**src/design/sas_unused.sv**
```systemverilog
// Holds no logic; every module of the sequencer sits in sas_sequencer.sv
`timescale 1ns/1ps
```
**src/design/sas_pkg.sv**
```systemverilog
// Shared constants, types and address helpers for the SDRAM access sequencer
package sas_pkg;

  // ***************************************************************
  // Widths and field positions
  // ***************************************************************
  localparam int ADDR_W   = 26;
  localparam int PIN_W    = 14;
  localparam int DATA_W   = 32;
  localparam int MASK_W   = 4;
  localparam int BANK_LSB = 19;
  localparam int BANK_W   = 2;
  localparam int TAG_W    = 14;
  localparam int CNT_W    = 4;
  localparam int BEAT_W   = 3;

  // ***************************************************************
  // Commands as {ras_n, cas_n, we_n}, chip select held low outside
  // ***************************************************************
  localparam logic [2:0] CMD_NOP  = 3'h7;
  localparam logic [2:0] CMD_ACTV = 3'h3;
  localparam logic [2:0] CMD_READ = 3'h5;
  localparam logic [2:0] CMD_WRIT = 3'h4;
  localparam logic [2:0] CMD_PRE  = 3'h2;
  localparam logic [2:0] CMD_REF  = 3'h1;

  // ***************************************************************
  // Byte masks, last beat of each burst and the minimum latency
  // ***************************************************************
  localparam logic [MASK_W-1:0] MASK_NONE   = 4'hf;
  localparam logic [MASK_W-1:0] MASK_ALL    = 4'h0;
  localparam logic [BEAT_W-1:0] LAST_BEAT32 = 3'h3;
  localparam logic [BEAT_W-1:0] LAST_BEAT16 = 3'h7;
  localparam logic [1:0]        LAT_MIN     = 2'h1;

  typedef struct packed {
    logic              write;
    logic              burst;
    logic              area3;
    logic [MASK_W-1:0] byte_en;
    logic [ADDR_W-1:0] addr;
  } sas_req_type;

  // Row phase pins: A2-A9 <= A10-A17, A10 <= A18, A11 <= A19
  function automatic logic [PIN_W-1:0] row_pins(input logic [ADDR_W-1:0] a);
    row_pins = {a[21], a[20], a[19], a[18], a[17:10], a[9], a[0]};
  endfunction : row_pins

  // Column phase pins: A10 carries the auto-precharge level
  function automatic logic [PIN_W-1:0] col_pins(input logic [ADDR_W-1:0] a,
                                                input logic ap);
    col_pins = {a[21], a[20], a[19], ap, a[9:2], a[1], a[0]};
  endfunction : col_pins

  // Precharge pins: A10 high precharges all banks
  function automatic logic [PIN_W-1:0] pre_pins(input logic [ADDR_W-1:0] a,
                                                input logic all);
    pre_pins = {a[21], a[20], a[19], all, 10'h000};
  endfunction : pre_pins

  function automatic logic [TAG_W-1:0] row_tag(input logic [ADDR_W-1:0] a);
    row_tag = {a[25:21], a[18:10]};
  endfunction : row_tag

  // Wraparound column address inside the 16-byte unit
  function automatic logic [ADDR_W-1:0] wrap_addr(input logic [ADDR_W-1:0] a,
                                                  input logic [BEAT_W-1:0] b,
                                                  input logic b16);
    wrap_addr = a;
    if (b16) begin
      wrap_addr[3:1] = a[3:1] + b;
    end else begin
      wrap_addr[3:2] = a[3:2] + b[1:0];
    end
  endfunction : wrap_addr

  // Byte masks, active low, bit 3 is the most significant lane
  function automatic logic [MASK_W-1:0] lane_mask(input logic [MASK_W-1:0] be,
                                                  input logic big);
    for (int i = 0; i < MASK_W; i++) begin
      lane_mask[i] = big ? ~be[MASK_W-1-i] : ~be[i];
    end
  endfunction : lane_mask

endpackage : sas_pkg

```
**src/design/sas_sequencer.sv**
```systemverilog
// SDRAM access sequencer with its write-data FIFO
// Notes on behaviour
// - Mux 011 on 32 bits: row phase A10-A17, column phase A2-A9 on pins A2-A9.
// - Pin A11 carries A19 in both phases; A10 carries A18, then precharge level.
// - Burst read: ACTV, READ three times, READA last, capture four beats.
// - After auto-precharge wait the precharge time before touching that bank.
// - Row-to-column delay field 0..3 gives 1..4 cycles.
// - Extra row-to-column cycles carry NOP.
// - Read capture 1..3 cycles after command, per area latency setting.
// - Bus-cycle-start strobe pulses in every data cycle.
// - Burst covers 16 bytes; only A3:A2 (A3:A1 on 16 bits) change.
// - Line fill starts at the missed word and wraps.
// - Single reads move one word only.
// - Burst write: ACTV, WRIT three times, WRITA last, data with command.
// - Single write: ACTV then WRITA with data.
// - After write auto-precharge add write recovery before precharge wait.
// - Bank-active mode uses commands without auto-precharge, row stays open.
// - Open row hit goes straight to WRIT, or to READ when latency is above one.
// - Open row miss: PRE, ACTV, then column command.
// - PRE to ACTV spacing is the precharge wait.
// - One open row remembered per bank.
// - Latency one adds a NOP before a row-hit READ.
// - Refresh and bus release close every bank.
// - Refresh enable alone: auto-refresh; with mode bit: self-refresh.
// - Low byte mask enables a lane; endian picks lane order.
// - Refresh: precharge all, REF after wait, hold row-active plus wait.
`timescale 1ns/1ps

// ***************************************************************
// Write-data FIFO
// ***************************************************************
module sas_fifo #(
  parameter int WIDTH = 32,
  parameter int DEPTH = 8
) (
  input  wire logic                       clock_i,
  input  wire logic                       resetn_i,
  input  wire logic                       in_valid_i,
  output logic                            in_ready_o,
  input  wire logic [WIDTH-1:0]           in_data_i,
  output logic                            out_valid_o,
  input  wire logic                       out_ready_i,
  output logic [WIDTH-1:0]                out_data_o,
  output logic [$clog2(DEPTH+1)-1:0]      level_o
);
  localparam int PW = $clog2(DEPTH);
  logic [WIDTH-1:0]             mem_ff [DEPTH];
  logic [PW-1:0]                wptr_ff;
  logic [PW-1:0]                rptr_ff;
  logic [$clog2(DEPTH+1)-1:0]   level_ff;
  logic                         push;
  logic                         pop;

  assign in_ready_o  = (level_ff != DEPTH[$clog2(DEPTH+1)-1:0]);
  assign out_valid_o = (level_ff != '0);
  assign push        = in_valid_i && in_ready_o;
  assign pop         = out_ready_i && out_valid_o;
  assign out_data_o  = mem_ff[rptr_ff];
  assign level_o     = level_ff;

  // Storage has no reset; only pointers and fill level carry state
  always_ff @(posedge clock_i) begin
    if (push) begin
      mem_ff[wptr_ff] <= in_data_i;
    end
  end

  // Pointers and fill level
  always_ff @(posedge clock_i or negedge resetn_i) begin
    if (!resetn_i) begin
      wptr_ff  <= '0;
      rptr_ff  <= '0;
      level_ff <= '0;
    end else begin
      if (push) begin
        wptr_ff <= (wptr_ff == PW'(DEPTH - 1)) ? '0 : wptr_ff + 1'b1;
      end
      if (pop) begin
        rptr_ff <= (rptr_ff == PW'(DEPTH - 1)) ? '0 : rptr_ff + 1'b1;
      end
      level_ff <= level_ff + {{($clog2(DEPTH+1)-1){1'b0}}, push}
                           - {{($clog2(DEPTH+1)-1){1'b0}}, pop};
    end
  end
endmodule : sas_fifo

// ***************************************************************
// Sequencer
// ***************************************************************
module sas_sequencer #(
  parameter int BANKS      = 4,
  parameter int FIFO_DEPTH = 8
) (
  input  wire logic                       clock_i,
  input  wire logic                       resetn_i,
  input  wire logic                       req_valid_i,
  input  wire sas_pkg::sas_req_type       req_i,
  output logic                            req_ready_o,
  input  wire logic                       wr_valid_i,
  input  wire logic [sas_pkg::DATA_W-1:0] wr_data_i,
  output logic                            wr_ready_o,
  output logic                            rd_valid_o,
  output logic [sas_pkg::DATA_W-1:0]      rd_data_o,
  input  wire logic [1:0]                 row_to_col_delay_i,
  input  wire logic [2:0]                 precharge_wait_i,
  input  wire logic [2:0]                 write_recovery_i,
  input  wire logic [2:0]                 row_active_time_i,
  input  wire logic                       area2_latency_hi_i,
  input  wire logic                       area2_latency_lo_i,
  input  wire logic                       area3_latency_hi_i,
  input  wire logic                       area3_latency_lo_i,
  input  wire logic                       bank_active_enable_i,
  input  wire logic                       refresh_mode_select_i,
  input  wire logic                       refresh_enable_i,
  input  wire logic                       refresh_req_i,
  input  wire logic                       bus_release_i,
  input  wire logic                       big_endian_i,
  input  wire logic                       bus16_i,
  output logic [sas_pkg::PIN_W-1:0]       sd_addr_o,
  output logic                            ras_n_o,
  output logic                            cas_n_o,
  output logic                            we_n_o,
  output logic                            cke_o,
  output logic [sas_pkg::DATA_W-1:0]      dq_o,
  output logic                            dq_oe_o,
  input  wire logic [sas_pkg::DATA_W-1:0] dq_i,
  output logic [sas_pkg::MASK_W-1:0]      byte_mask_outputs_o,
  output logic                            bus_cycle_start_strobe_o
);
  import sas_pkg::*;

  typedef enum logic [9:0] {
    ST_IDLE  = 10'h001,
    ST_TPC   = 10'h002,
    ST_ACT   = 10'h004,
    ST_GAP   = 10'h008,
    ST_NOP   = 10'h010,
    ST_COL   = 10'h020,
    ST_DRAIN = 10'h040,
    ST_RFT   = 10'h080,
    ST_RFH   = 10'h100,
    ST_SELF  = 10'h200
  } sas_state_type;

  sas_state_type              state_ff;
  sas_state_type              nxt_state;
  sas_req_type                req_ff;
  sas_req_type                cur;
  logic [CNT_W-1:0]           cnt_ff;
  logic [CNT_W-1:0]           nxt_cnt;
  logic [BEAT_W-1:0]          beat_ff;
  logic [BEAT_W-1:0]          nxt_beat;
  logic [BEAT_W-1:0]          last_beat;
  logic [2:0]                 cmd_ff;
  logic [2:0]                 nxt_cmd;
  logic [PIN_W-1:0]           pin_ff;
  logic [PIN_W-1:0]           nxt_pin;
  logic                       cke_ff;
  logic                       nxt_cke;
  logic [DATA_W-1:0]          dq_ff;
  logic                       dq_oe_ff;
  logic [MASK_W-1:0]          bmask_ff;
  logic [2:0]                 rd_pipe_ff;
  logic [1:0]                 lat_ff;
  logic [1:0]                 lat_now;
  logic [DATA_W-1:0]          rd_data_ff;
  logic                       rd_valid_ff;
  logic                       ref_pend_ff;
  logic                       capture;
  logic                       take;
  logic                       go_col;
  logic                       ld_busy;
  logic                       close_all;
  logic                       ref_due;
  logic                       all_free;
  logic                       hit;
  logic                       pop;
  logic                       fifo_valid;
  logic [DATA_W-1:0]          fifo_data;
  logic [$clog2(FIFO_DEPTH+1)-1:0] fifo_level;
  logic [BANK_W-1:0]          bank;
  logic [BANK_W-1:0]          req_bank;
  logic [BANKS-1:0]           open_ff;
  logic [BANKS-1:0]           free;
  logic [TAG_W-1:0]           row_ff [BANKS];
  logic [CNT_W-1:0]           busy_ff [BANKS];
  logic [CNT_W-1:0]           tpc_cnt;
  logic [CNT_W-1:0]           busy_val;
  logic [CNT_W-1:0]           req_beats;

  // ***************************************************************
  // Write data buffer; the sequencer drains one word per write beat
  // ***************************************************************
  sas_fifo #(
    .WIDTH (DATA_W),
    .DEPTH (FIFO_DEPTH)
  ) u_wfifo (
    .clock_i     (clock_i),
    .resetn_i    (resetn_i),
    .in_valid_i  (wr_valid_i),
    .in_ready_o  (wr_ready_o),
    .in_data_i   (wr_data_i),
    .out_valid_o (fifo_valid),
    .out_ready_i (pop),
    .out_data_o  (fifo_data),
    .level_o     (fifo_level)
  );

  // Decode of the live request and timing settings
  assign cur       = (state_ff == ST_IDLE) ? req_i : req_ff;
  assign bank      = cur.addr[BANK_LSB +: BANK_W];
  assign req_bank  = req_i.addr[BANK_LSB +: BANK_W];
  assign last_beat = !cur.burst ? '0 : (bus16_i ? LAST_BEAT16 : LAST_BEAT32);
  assign req_beats = !req_i.burst ? CNT_W'(1) : (bus16_i ? CNT_W'(8) : CNT_W'(4));
  assign tpc_cnt   = (precharge_wait_i == '0) ? CNT_W'(1) : CNT_W'(precharge_wait_i);
  assign hit       = bank_active_enable_i && open_ff[bank]
                     && (row_ff[bank] == row_tag(cur.addr));
  assign all_free  = (free == '1);
  // A zero latency code is treated as one so that capture still happens
  assign lat_now   = req_i.area3 ? {area3_latency_hi_i, area3_latency_lo_i}
                                 : {area2_latency_hi_i, area2_latency_lo_i};
  assign ref_due   = refresh_enable_i && (refresh_mode_select_i || ref_pend_ff)
                     && all_free;
  assign pop       = go_col && cur.write;
  // Write recovery is stacked ahead of the precharge wait
  assign busy_val  = cur.write ? CNT_W'(write_recovery_i) + CNT_W'(precharge_wait_i)
                               : CNT_W'(precharge_wait_i);

  // Requests wait for the bank timer and, for writes, all their data
  assign req_ready_o = (state_ff == ST_IDLE) && !ref_due && !bus_release_i
                       && free[req_bank]
                       && (!req_i.write || (CNT_W'(fifo_level) >= req_beats));

  // ***************************************************************
  // Command sequencing: decides the command of the next bus cycle
  // ***************************************************************
  always_comb begin
    nxt_state = state_ff;
    nxt_cmd   = CMD_NOP;
    nxt_pin   = pin_ff;
    nxt_cnt   = (cnt_ff != '0) ? cnt_ff - 1'b1 : cnt_ff;
    nxt_beat  = beat_ff;
    nxt_cke   = cke_ff;
    take      = 1'b0;
    go_col    = 1'b0;
    ld_busy   = 1'b0;
    close_all = 1'b0;
    unique case (state_ff)
      ST_IDLE: begin
        if (ref_due) begin
          nxt_state = ST_RFT;
          nxt_cmd   = CMD_PRE;
          nxt_pin   = pre_pins(req_ff.addr, 1'b1);
          nxt_cnt   = tpc_cnt;
        end else if (req_ready_o && req_valid_i) begin
          take = 1'b1;
          if (hit) begin
            if (!cur.write && (lat_now <= LAT_MIN)) begin
              nxt_state = ST_NOP;
            end else begin
              go_col = 1'b1;
            end
          end else if (bank_active_enable_i && open_ff[bank]) begin
            nxt_state = ST_TPC;
            nxt_cmd   = CMD_PRE;
            nxt_pin   = pre_pins(cur.addr, 1'b0);
            nxt_cnt   = tpc_cnt;
          end else begin
            nxt_state = ST_ACT;
            nxt_cmd   = CMD_ACTV;
            nxt_pin   = row_pins(cur.addr);
          end
        end
      end
      ST_TPC: begin
        if (cnt_ff <= CNT_W'(1)) begin
          nxt_state = ST_ACT;
          nxt_cmd   = CMD_ACTV;
          nxt_pin   = row_pins(cur.addr);
        end
      end
      ST_ACT: begin
        if (row_to_col_delay_i == '0) begin
          go_col = 1'b1;
        end else begin
          nxt_state = ST_GAP;
          nxt_cnt   = CNT_W'(row_to_col_delay_i);
        end
      end
      ST_GAP: begin
        if (cnt_ff <= CNT_W'(1)) begin
          go_col = 1'b1;
        end
      end
      ST_NOP: begin
        go_col = 1'b1;
      end
      ST_COL: begin
        go_col = 1'b1;
      end
      ST_DRAIN: begin
        if ((rd_pipe_ff == '0) && (cmd_ff != CMD_READ)) begin
          nxt_state = ST_IDLE;
        end
      end
      ST_RFT: begin
        if (cnt_ff <= CNT_W'(1)) begin
          nxt_cmd   = CMD_REF;
          close_all = 1'b1;
          if (refresh_mode_select_i) begin
            nxt_state = ST_SELF;
            nxt_cke   = 1'b0;
          end else begin
            nxt_state = ST_RFH;
            nxt_cnt   = CNT_W'(row_active_time_i) + tpc_cnt;
          end
        end
      end
      ST_RFH: begin
        if (cnt_ff <= CNT_W'(1)) begin
          nxt_state = ST_IDLE;
        end
      end
      ST_SELF: begin
        if (!refresh_mode_select_i) begin
          nxt_state = ST_RFH;
          nxt_cke   = 1'b1;
          nxt_cnt   = tpc_cnt;
        end
      end
      default: begin
        nxt_state = ST_IDLE;
      end
    endcase
    if (go_col) begin
      nxt_cmd = cur.write ? CMD_WRIT : CMD_READ;
      // Auto-precharge only on the last beat and only outside bank-active mode
      nxt_pin = col_pins(wrap_addr(cur.addr, beat_ff, bus16_i),
                         (beat_ff == last_beat) && !bank_active_enable_i);
      if (beat_ff == last_beat) begin
        nxt_state = cur.write ? ST_IDLE : ST_DRAIN;
        nxt_beat  = '0;
        ld_busy   = !bank_active_enable_i;
      end else begin
        nxt_state = ST_COL;
        nxt_beat  = beat_ff + 1'b1;
      end
    end
  end

  // State, counters and the captured request
  always_ff @(posedge clock_i or negedge resetn_i) begin
    if (!resetn_i) begin
      state_ff <= ST_IDLE;
      cnt_ff   <= '0;
      beat_ff  <= '0;
      req_ff   <= '0;
      lat_ff   <= LAT_MIN;
    end else begin
      state_ff <= nxt_state;
      cnt_ff   <= nxt_cnt;
      beat_ff  <= nxt_beat;
      if (take) begin
        req_ff <= req_i;
        lat_ff <= (lat_now == '0) ? LAT_MIN : lat_now;
      end
    end
  end

  // Pending auto-refresh; a new request merges with a waiting one
  always_ff @(posedge clock_i or negedge resetn_i) begin
    if (!resetn_i) begin
      ref_pend_ff <= 1'b0;
    end else if (refresh_req_i) begin
      ref_pend_ff <= 1'b1;
    end else if (close_all) begin
      ref_pend_ff <= 1'b0;
    end
  end

  // ***************************************************************
  // Per-bank open row and precharge timer
  // ***************************************************************
  for (genvar b = 0; b < BANKS; b++) begin : g_bank
    assign free[b] = (busy_ff[b] == '0);
    always_ff @(posedge clock_i or negedge resetn_i) begin
      if (!resetn_i) begin
        busy_ff[b] <= '0;
        open_ff[b] <= 1'b0;
        row_ff[b]  <= '0;
      end else begin
        if (ld_busy && (bank == BANK_W'(b))) begin
          busy_ff[b] <= busy_val;
        end else if (busy_ff[b] != '0) begin
          busy_ff[b] <= busy_ff[b] - 1'b1;
        end
        if (close_all || (bus_release_i && (state_ff == ST_IDLE))) begin
          open_ff[b] <= 1'b0;
        end else if (go_col && (nxt_beat == '0) && (bank == BANK_W'(b))) begin
          open_ff[b] <= bank_active_enable_i;
          row_ff[b]  <= row_tag(cur.addr);
        end
      end
    end
  end

  // ***************************************************************
  // Pin registers
  // ***************************************************************
  always_ff @(posedge clock_i or negedge resetn_i) begin
    if (!resetn_i) begin
      cmd_ff   <= CMD_NOP;
      pin_ff   <= '0;
      cke_ff   <= 1'b1;
      dq_ff    <= '0;
      dq_oe_ff <= 1'b0;
    end else begin
      cmd_ff   <= nxt_cmd;
      pin_ff   <= nxt_pin;
      cke_ff   <= nxt_cke;
      dq_oe_ff <= pop;
      if (pop) begin
        dq_ff <= fifo_data;
      end
    end
  end

  // Byte masks go out at accept, with or ahead of the column command, for their latency
  always_ff @(posedge clock_i or negedge resetn_i) begin
    if (!resetn_i) begin
      bmask_ff <= MASK_NONE;
    end else if (take) begin
      bmask_ff <= req_i.burst ? MASK_ALL : lane_mask(req_i.byte_en, big_endian_i);
    end else if (state_ff == ST_IDLE) begin
      bmask_ff <= MASK_NONE;
    end
  end

  // ***************************************************************
  // Read capture after the CAS latency
  // ***************************************************************
  assign capture = rd_pipe_ff[lat_ff - LAT_MIN];

  always_ff @(posedge clock_i or negedge resetn_i) begin
    if (!resetn_i) begin
      rd_pipe_ff  <= '0;
      rd_valid_ff <= 1'b0;
      rd_data_ff  <= '0;
    end else begin
      rd_pipe_ff  <= {rd_pipe_ff[1:0], (cmd_ff == CMD_READ)};
      rd_valid_ff <= capture;
      if (capture) begin
        rd_data_ff <= dq_i;
      end
    end
  end

  assign sd_addr_o   = pin_ff;
  assign ras_n_o     = cmd_ff[2];
  assign cas_n_o     = cmd_ff[1];
  assign we_n_o      = cmd_ff[0];
  assign cke_o       = cke_ff;
  assign dq_o        = dq_ff;
  assign dq_oe_o     = dq_oe_ff;
  assign rd_valid_o  = rd_valid_ff;
  assign rd_data_o   = rd_data_ff;
  assign byte_mask_outputs_o      = bmask_ff;
  assign bus_cycle_start_strobe_o = capture || dq_oe_ff;

endmodule : sas_sequencer

```
**config.mk**
```make
export PLATFORM = sky130hd
export DESIGN_NAME = sas_sequencer
export DESIGN_NICKNAME = d
export VERILOG_FILES = /design/src/design/sas_unused.sv /design/src/design/sas_pkg.sv /design/src/design/sas_sequencer.sv
export SDC_FILE = /design/constraint.sdc
export NUM_CORES = 1
export LEC_CHECK = 0
export ABC_AREA = 1
export BUFFER_PORTS_ARGS = -buffer_cell sky130_fd_sc_hd__buf_2
export CORE_UTILIZATION = 40
export DETAILED_ROUTE_END_ITERATION = 8
export SETUP_SLACK_MARGIN = 0.2
export SYNTH_ARGS = -nofsm -noshare
export SYNTH_HDL_FRONTEND = slang
export SYNTH_SLANG_ARGS = --single-unit
```
**constraint.sdc**
```tcl
create_clock -name clock_i -period 11.8 [get_ports clock_i]
set_input_delay 0 -clock clock_i [delete_from_list [all_inputs] [get_ports clock_i]]
set_output_delay 0 -clock clock_i [all_outputs]
set_load 0.02 [all_outputs]
```
==> results of run 1 <==
==> power by group <==
part	total (W)	internal (W)	switching (W)
sequential	0.00247	0.00222	0.000245
clock	0.00161	0.000940	0.000668
combinational	0.00271	0.000818	0.00189
total	0.00679	0.00398	0.00280
==> stage by stage <==
stage	setup slack (ns)	hold WS (ns)	cells	utilization [%]
4_1_cts	5.752	0.005187	3278	49.75
3_3_place_gp	6.010	0.1041	3050	44.05
6_report	5.775	0.01382	3284	49.78
5_1_grt	5.156	0.04649	3283	49.77
2_1_floorplan	7.914	-0.2956	2230	-
3_5_place_dp	5.802	0.1110	3050	44.05
==> worst paths after layout <==
kind	depth (start not counted)	endpoint	slack [ns]
worst max-delay path	27	u_wfifo.level_o[2]	5.78
min in group asynchronous	2	busy_ff[0]	0.05
max in group asynchronous	4	rd_data_o[16]	9.56
worst min-delay path	6	busy_ff[0]	0.01
worst min register to register	0	rd_pipe_ff[2]	0.44
worst max register to register	27	u_wfifo.level_o[2]	5.78
==> per-layer routing <==
| metal | share of wire [%] | GRT usage (%) | up-vias |
|---|---|---|---|
| met4 | 2.5 | 7.177 | 2 |
| met2 | 49 | 35.20 | 483 |
| met5 | 0.014 | 0 | - |
| li1 | - | - | 8209 |
| met3 | 5.5 | 3.514 | 85 |
| met1 | 43 | 27.31 | 8262 |
==> flip-flops by register name, indices dropped and copies added (netlist names), 2 cells and up <==
name                 count
busy_ff                 16
u_wfifo.rptr_ff          3
byte_mask_outputs_o      4
cnt_ff                   4
dq_o                    32
beat_ff                  3
cmd_ff                   3
row_ff                  56
u_wfifo.wptr_ff          3
u_wfifo.mem_ff         256
state_ff                10
open_ff                  4
req_ff                  28
lat_ff                   2
rd_pipe_ff               3
sd_addr_o               14
u_wfifo.level_o          4
rd_data_o               32
==> synth_stat cells (4+ instances only) <==
cell / count / area (sq um)
xnor2_1: 5 / 43.79
nand2_2: 8 / 50.05
dfstp_2: 10 / 262.8
a21oi_1: 54 / 270.3
nand4_1: 12 / 75.07
o21ai_0: 255 / 1276
xor2_1: 15 / 131.4
clkbuf_1: 74 / 277.8
nand2_1: 563 / 2113
inv_1: 147 / 551.8
o22ai_1: 34 / 212.7
buf_4: 6 / 45.04
buf_2: 21 / 105.1
or2_2: 7 / 43.79
nand3_1: 145 / 725.7
mux2i_1: 6 / 60.06
o21ai_1: 12 / 60.06
o221ai_1: 39 / 341.6
fa_1: 4 / 80.08
dfrtp_1: 215 / 5380
ha_1: 33 / 412.9
nor3_1: 14 / 70.07
nand3b_1: 8 / 60.06
nor2_1: 242 / 908.4
clkinv_1: 5 / 18.77
inv_2: 6 / 22.52
nor2_4: 4 / 45.04
edfxtp_1: 256 / 7687
==> final cells by class <==
cell class / instances / area, sq um
inverters: 159 / 600.6
clock buffers: 78 / 1490
diodes: 6 / 15.01
repair buffers: 368 / 2570
multi-input cells: 1486 / 7292
flip-flops and latches: 481 / 13330
fillers: 4788 / 26600
clock inverters: 18 / 203.9
well taps: 688 / 860.8
==> cells by family after synthesis <==
| kind of cell | count (synthesis) |
|---|---|
| buffers and inverters | 263 |
| DFF | 481 |
| and+or+nand+nor | 1013 |
| adders and majority gates | 37 |
| xor gates and xnor gates | 20 |
| muxes | 8 |
| AOI/OAI and AO/OA | 408 |
==> critical path: stages (launching register included) <==
cell and delay [ns]:
dfrtp_1 0.40, nor2_1 0.17, nand2_1 0.22, inv_2 0.16
nand3_4 0.38, nand2_1 0.53, nand2_2 0.41, nand2_1 0.17
nand2_1 0.06, nand2_1 0.07, nand2_1 0.07, nand2_1 0.05
nand2_1 0.05, nor2_1 0.09, nand3_1 0.08, nor2_1 0.24
nand3_2 0.15, nand2_4 0.20, inv_2 0.33, nor2_4 0.16
buf_4 0.58, nand2_1 0.24, inv_1 0.15, ha_1 0.13
inv_1 0.04, ha_1 0.20, fa_1 0.40, xor2_1 0.16
==> results_dict.tcl, run 1 <==
set metrics [dict create \
    run_status "finished clean" \
    start_util_pct 40.75 \
    ctsHoldBuffers 132 \
    syn_area_sq_um 21590 \
    finClkSkew_ns 0.03834 \
    first_iter_violations 1076 \
    holdCritPathClass "input port to register" \
    startpoint_type "register" \
    cts_tree "done" \
    chipWidth_um 234.3 \
    yosysWarnings 0 \
    die-area_sq_um 54900 \
    postSynthAreaPerCell_sq_um 9.681 \
    clock_latency_ns 0.61 \
    post_cts_resized 0 \
    critPathLaunch "state_ff[5]" \
    avgRoutedWirePerCell_um 17.63 \
    clock-sinks 481 \
    yosysUniqueCellTypes 46 \
    fin_nets 2708 \
    r2r-start "state_ff[5]" \
    hold_start "write_recovery_i[0]" \
    antenna_found_initial 6 \
    place.gp.congestion 0.9045 \
    ir_worst_vdd_mv 0.1491 \
    synth-xor-area-share_pct 0.8114 \
    cts_max_level 2 \
    final_area_sq_um 26370 \
    grt_pass1_wl_um 89670 \
    clk_pin_slew_ns 0.06 \
    syn_to_final_growth_pct 22.13 \
    async_flop_share_pct 46.78 \
    crit_path_end_kind "register" \
    setup_tns_ns 0 \
    fin_crit_sh_pct 51.06 \
    cts-root-buf "clkbuf_16" \
    power_leakage_nw 11.71 \
    rows 84 \
    synthFlopType "edfxtp_1" \
    cts_inserted_buffers 52 \
    wirelength_um 57910 \
    relSlewSlack_pct 34.92 \
    synth_cells 2230 \
    power_density_nw_per_um2 257.4 \
    tightest_slew_ns 0.9761 \
    placed_cell_area_sq_um 23340 \
    io_pins 214 \
    synth.area.mux_share_pct 0.3825 \
    detail-route-antenna-nets 0 \
    grt_use_total_pct 20.93 \
    synth_top_family_by_area "simple AND/OR/NAND/NOR gates" \
    vias 17041 \
    crit_path_max_fanout 66 \
    dr.pass1.iters 5 \
    grt_max_degree 101 \
    seq_area_frac_synth_pct 61.75 \
    die_height_um 234.3 \
    drcViolationCount 0 \
    synth-edff-count 256 \
    fmax_mhz 166.0 \
    hold_viol_final 0 \
    cap_violations 0 \
    finalSetupViolations 0 \
    synth-simple-area-share_pct 19.42 \
    finalPower_w 0.006785 \
    mostFrequentLayoutCells "563 x nand2_1, 256 x edfxtp_1, 255 x o21ai_0, 233 x nor2_1, 214 x dfrtp_1" \
    period_needed_ns 6.025 \
    synth.net_count 2390 \
    rsz0062_at_grt "false" \
    drive_gt1_share_pct 14.36 \
    synth-seq-cells 481 \
    first_global_vias 16590 \
    required_ns 12.29 \
    synthAdderAreaFrac_pct 2.284 \
    cts_setup_buffers 0 \
    synth_compound_area_share_pct 10.55 \
    slew_viol_final 0 \
    clock_path_buffers 3 \
    critPathKind "register to register" \
    dp_hpwl_um 34470 \
    globalRouteOverflowTotal 0 \
    critPathArrivalTime_ns 6.51 \
    io_buffers 213 \
    viasPerCell 5.189 \
    final_common_cell "nand2_1" \
    coreArea_sq_um 52970 \
]
Note: power is estimated with default switching activity, not from simulation.
==> run 2, diff against run 1 <==
- clock period: 11.8 -> 6.3 ns (I/O delays scaled with it)
==> results_dict.tcl, run 2 (synthesis results as in run 1) <==
set metrics [dict create \
    io_pins 214 \
    crit_path_max_fanout 46 \
    required_ns 6.77 \
    power_leakage_nw 11.74 \
    fin_nets 2709 \
    use_met1_pct 28.42 \
    grt_use_total_pct 21.41 \
    detail-route-antenna-nets 0 \
    clock-sinks 481 \
    crit_path_end_kind "register" \
    finalSetupViolations 0 \
    dp_hpwl_um 35570 \
    cp_common_cell "nand2_1" \
    top_register "u_wfifo.mem_ff" \
    mostFrequentLayoutCells "563 x nand2_1, 256 x edfxtp_1, 255 x o21ai_0, 233 x nor2_1, 214 x dfrtp_1" \
    cts_max_level 2 \
    viasPerCell 5.208 \
    die_height_um 234.3 \
    cts_setup_buffers 0 \
    rows 84 \
    first_global_vias 16741 \
    reg_top3 "u_wfifo.mem_ff (256), row_ff (56)" \
    avgRoutedWirePerCell_um 17.97 \
    post_cts_resized 0 \
    dr.pass1.iters 5 \
    coreArea_sq_um 52970 \
    rsz0062_at_grt "false" \
    finClkSkew_ns 0.03446 \
    fin_crit_sh_pct 85.19 \
    cap_violations 0 \
    clock_latency_ns 0.62 \
    place.gp.congestion 0.9249 \
    drcViolationCount 0 \
    start_util_pct 40.75 \
    grt_pass1_wl_um 91650 \
    relSlewSlack_pct 29.12 \
    tightest_slew_ns 1.063 \
    wirelength_um 59040 \
    cts_tree "done" \
    drive_gt1_share_pct 14.49 \
    grtUsageMet3_pct 3.611 \
    run_status "finished clean" \
    hold_viol_final 0 \
    grt_max_degree 167 \
    cts-root-buf "clkbuf_16" \
    globalRouteOverflowTotal 0 \
    io_buffers 213 \
    ctsHoldBuffers 130 \
    clock_path_buffers 3 \
    vias 17113 \
    critPathKind "register to register" \
    fmax_mhz 186.3 \
    antenna_found_initial 5 \
    dp_slack_ns 1.016 \
    syn_to_final_growth_pct 22.37 \
    critPathArrivalTime_ns 5.84 \
    met2_usage_pct 35.91 \
    chipWidth_um 234.3 \
    power_density_nw_per_um2 483.6 \
    cts_inserted_buffers 53 \
    largest_reg_flops 256 \
    slowest_delay_ns 0.50 \
    die-area_sq_um 54900 \
    final_common_cell "nand2_1" \
    startpoint_type "register" \
    slew_viol_final 0 \
    clk_pin_slew_ns 0.06 \
    busiest_layer "met2" \
    period_needed_ns 5.367 \
    ir_worst_vdd_mv 0.3060 \
    holdCritPathClass "input port to register" \
    cpMaxStageDelayCell "nand2_1" \
    first_iter_violations 1282 \
    setup_ws_ns 0.9331 \
    setup_tns_ns 0 \
]
-- run 2: final cells by class --
type,count,area [sq um]
diodes,4,10.01
clock buffers,74,1485
clock inverters,26,240.2
fillers,4856,26550
inverters,159,600.6
multi-input cells,1486,7292
flip-flops and latches,481,13330
well taps,688,860.8
repair buffers,368,2595
-- run 2: layer usage --
layer,vias to the layer above,part of all wire [%]
li1,8193,-
met1,8350,44
met5,-,0.019
met4,2,2.5
met3,102,5.0
met2,466,49
-- run 2: power by group --
group / switching (W) / total, W / leakage (nW) / internal [W]
registers: 0.000448 / 0.00461 / 5.22 / 0.00417
clock network: 0.00128 / 0.00302 / 0.846 / 0.00174
logic: 0.00361 / 0.00514 / 5.68 / 0.00153
total: 0.00534 / 0.0128 / 11.7 / 0.00743
-- run 2: metrics by stage --
step                      util (%)  instance area (sq um)  hold slack, ns  total power (W)  cells
after floorplan                  -                  21590         -0.2956         0.007997   2230
after global placement       44.11                  23360        -0.02087         0.009545   3052
after detailed placement     44.11                  23360        -0.01383         0.009676   3052
after CTS                    49.85                  26410         0.04642          0.01283   3282
after global routing         49.87                  26420         0.09536          0.01366   3286
final                        49.87                  26420         0.06026          0.01278   3286
-- run 2: worst max-delay path, delay by kind of cell (launching register included) --
family / cells / cell delay, ns
and+or+nand+nor: 18 / 3.28
adders and majority gates: 3 / 0.73
buffers and inverters: 4 / 0.64
DFF: 1 / 0.39
xor gates and xnor gates: 1 / 0.17
-- run 2: worst paths after layout --
path / startpoint / to / slack (ns) / depth (start not counted)
setup / recovery: state_ff[5] / u_wfifo.level_o[2] / 0.93 / 26
hold / removal: write_recovery_i[2] / busy_ff[11] / 0.06 / 6
setup reg to reg: state_ff[5] / u_wfifo.level_o[2] / 0.93 / 26
hold reg to reg: rd_pipe_ff[0] / rd_pipe_ff[1] / 0.40 / 0
max in group asynchronous: resetn_i / rd_data_o[14] / 4.72 / 4
min in group asynchronous: resetn_i / cke_o / 0.55 / 3
==> run 3, diff against run 2 <==
--- a/config.mk
+++ b/config.mk
@@ -8,4 +8,5 @@
 export ABC_AREA = 1
 export BUFFER_PORTS_ARGS = -buffer_cell sky130_fd_sc_hd__buf_2
+export CORE_MARGIN = 2
 export CORE_UTILIZATION = 40
 export DETAILED_ROUTE_END_ITERATION = 8
==> constraint.sdc (replaced) <==
create_clock -name clock_i -period 6.3 [get_ports clock_i]
set_input_delay 0 -clock clock_i [delete_from_list [all_inputs] [get_ports clock_i]]
set_output_delay 0 -clock clock_i [all_outputs]
set_load 0.01 [all_outputs]
==> results_dict.tcl, run 3 (synthesis results as in run 1) <==
set metrics [dict create \
    startpoint_type "register" \
    period_needed_ns 5.339 \
    crit_path_max_fanout 46 \
    crit_end "u_wfifo.level_o[2]" \
    globalRouteOverflowTotal 0 \
    p_int_w 0.007577 \
    relSlewSlack_pct 34.29 \
    sequentialPowerShare_pct 36.1 \
    rows 85 \
    fmax_mhz 187.3 \
    final_common_cell "nand2_1" \
    place.gp.congestion 0.9143 \
    critPathLaunch "state_ff[6]" \
    fin_nets 2713 \
    slowest_delay_ns 0.48 \
    vias 17094 \
    violations "negative hold slack" \
    tightest_slew_ns 0.9856 \
    first_global_vias 16978 \
    required_ns 6.79 \
    grt_max_degree 143 \
    setup_tns_ns 0 \
    hold_ws_ns -0.02350 \
    avgRoutedWirePerCell_um 17.75 \
    final_area_sq_um 26510 \
    top_register "u_wfifo.mem_ff" \
    r2r_cells 26 \
    syn_to_final_growth_pct 22.79 \
    die_height_um 236.3 \
    power_leakage_nw 11.79 \
    antenna_found_initial 3 \
    first_iter_violations 1437 \
    cap_violations 0 \
    slew_viol_final 0 \
    cts_max_level 2 \
    detail-route-antenna-nets 0 \
    power_density_nw_per_um2 480.6 \
    cp_num_buf_inv 4 \
    cts_tree "done" \
    cts-root-buf "clkbuf_16" \
    p_clk_share_pct 24.8 \
    cts_inserted_buffers 52 \
    cp.depth 26 \
    crit_path_end_kind "register" \
    finClkSkew_ns 0.05189 \
    grt_pass1_wl_um 92760 \
    fillers 4941 \
    r2r_slack_ns 0.96 \
    critPathArrivalTime_ns 5.83 \
    die-area_sq_um 55840 \
    ir_worst_vdd_mv 0.2593 \
    dp_hpwl_um 34900 \
    reg2reg_to "u_wfifo.level_o[2]" \
    p_switching_w 0.005164 \
    viasPerCell 5.193 \
    coreArea_sq_um 53600 \
    mostFrequentLayoutCells "563 x nand2_1, 256 x edfxtp_1, 255 x o21ai_0, 233 x nor2_1, 214 x dfrtp_1" \
    grt_use_total_pct 20.84 \
    wirelength_um 58430 \
    finalSetupViolations 0 \
    combPwrFrac_pct 39.1 \
    hold_viol_final 7 \
    reg_top3 "u_wfifo.mem_ff (256), row_ff (56)" \
    cp_common_cell "nand2_1" \
    clock_path_buffers 3 \
    regArea_sq_um 13330 \
    cpMaxStageDelayCell "nand2_1" \
    drcViolationCount 0 \
    crit_family "simple AND/OR/NAND/NOR gates" \
    fin_util_pct 49.45 \
    placed_cell_area_sq_um 23390 \
    r2r-start "state_ff[6]" \
    critPathKind "register to register" \
    io_buffers 213 \
    holdCritPathClass "input port to asynchronous set/reset pin" \
    dr.pass1.iters 5 \
    chipWidth_um 236.3 \
    clk_pin_slew_ns 0.06 \
    io_pins 214 \
    drive_gt1_share_pct 14.73 \
    swShare_pct 40.53 \
    layoutNonFillerInstCount 3292 \
    cts_setup_buffers 0 \
    place_inst 3062 \
    start_util_pct 40.28 \
    largest_reg_flops 256 \
    run_status "finished with violations" \
    rsz0062_at_grt "false" \
    clock-sinks 481 \
    multi_input_area_sq_um 7292 \
    clock_latency_ns 0.62 \
    fin_crit_sh_pct 84.74 \
]
run 3: cell types whose count changed in the layout (fill, tap and decap cells not counted), moves of 3 or more:
| cell | delta |
|---|---|
| dlygate4sd3_1 | +4 |
| clkbuf_8 | -7 |
| clkinv_1 | -7 |
| clkbuf_1 | -3 |
| bufinv_16 | +4 |
run 3: cell type report:
type	instances	area share, %
sequential	481	50.30
multi-input combinational	1486	27.51
timing repair buffer	373	9.893
clock buffer	65	5.291
tap	696	3.285
inverter	159	2.266
clock inverter	30	1.435
antenna	2	0.01888
run 3: how the worst min path moves through the flow:
stage / startpoint / slack, ns / end / depth (start not counted)
2_1_floorplan: resetn_i / -0.30 / beat_ff[0] / 0
3_3_place_gp: resetn_i / 0.06 / ref_pend_ff / 1
3_5_place_dp: resetn_i / 0.06 / ref_pend_ff / 1
4_1_cts: resetn_i / 0.01 / state_ff[8] / 2
5_1_grt: resetn_i / 0.06 / state_ff[8] / 2
6_report: resetn_i / -0.02 / state_ff[8] / 2
run 3: per-layer routing:
| layer | GRT usage (%) | share of wire (%) | up-vias |
|---|---|---|---|
| li1 | - | - | 8202 |
| met1 | 27.21 | 43 | 8310 |
| met2 | 35.03 | 48 | 461 |
| met3 | 3.277 | 5.2 | 119 |
| met4 | 7.902 | 3.2 | 2 |
| met5 | 0 | 0.019 | - |
run 3: power by group through the flow:
stage / Sequential (W) / Combinational, W / Clock, W
after floorplan: 0.00464 / 0.00317 / 0
after detailed placement: 0.00464 / 0.00486 / 0
final: 0.00460 / 0.00498 / 0.00316
after global routing: 0.00468 / 0.00559 / 0.00336
after CTS: 0.00460 / 0.00499 / 0.00323
after global placement: 0.00463 / 0.00474 / 0
run 3: through the flow:
stage | total power [W] | setup WS, ns
after floorplan | 0.007813 | 2.603
after global placement | 0.009366 | 1.215
after detailed placement | 0.009501 | 0.9801
after CTS | 0.01281 | 0.9667
after global routing | 0.01363 | 0.3634
final | 0.01274 | 0.9612
run 3: worst reg2reg max path, stage by stage, from the launching register on:
cell and delay, ns:
dfrtp_1 0.39, nor2_1 0.16, nand2_1 0.20, inv_2 0.15, nand3_4 0.38, nand2_1 0.49
nand2_2 0.39, nand2_1 0.17, nand2_1 0.07, nand2_1 0.08, nand2_1 0.07, nand2_1 0.05
nand2_1 0.04, nor2_1 0.12, nand3_1 0.08, nor2_1 0.26, nand3_2 0.15, nand2_4 0.22
inv_2 0.35, nor2_4 0.20, nand2_1 0.13, inv_1 0.11, ha_1 0.13, inv_1 0.04
ha_1 0.20, fa_1 0.41, xor2_1 0.17
run 3: what timing repair did:
action	4_1_cts	5_1_grt
gates resized for setup	0	0
hold buffers	133	0
endpoints found under the hold margin	465	0
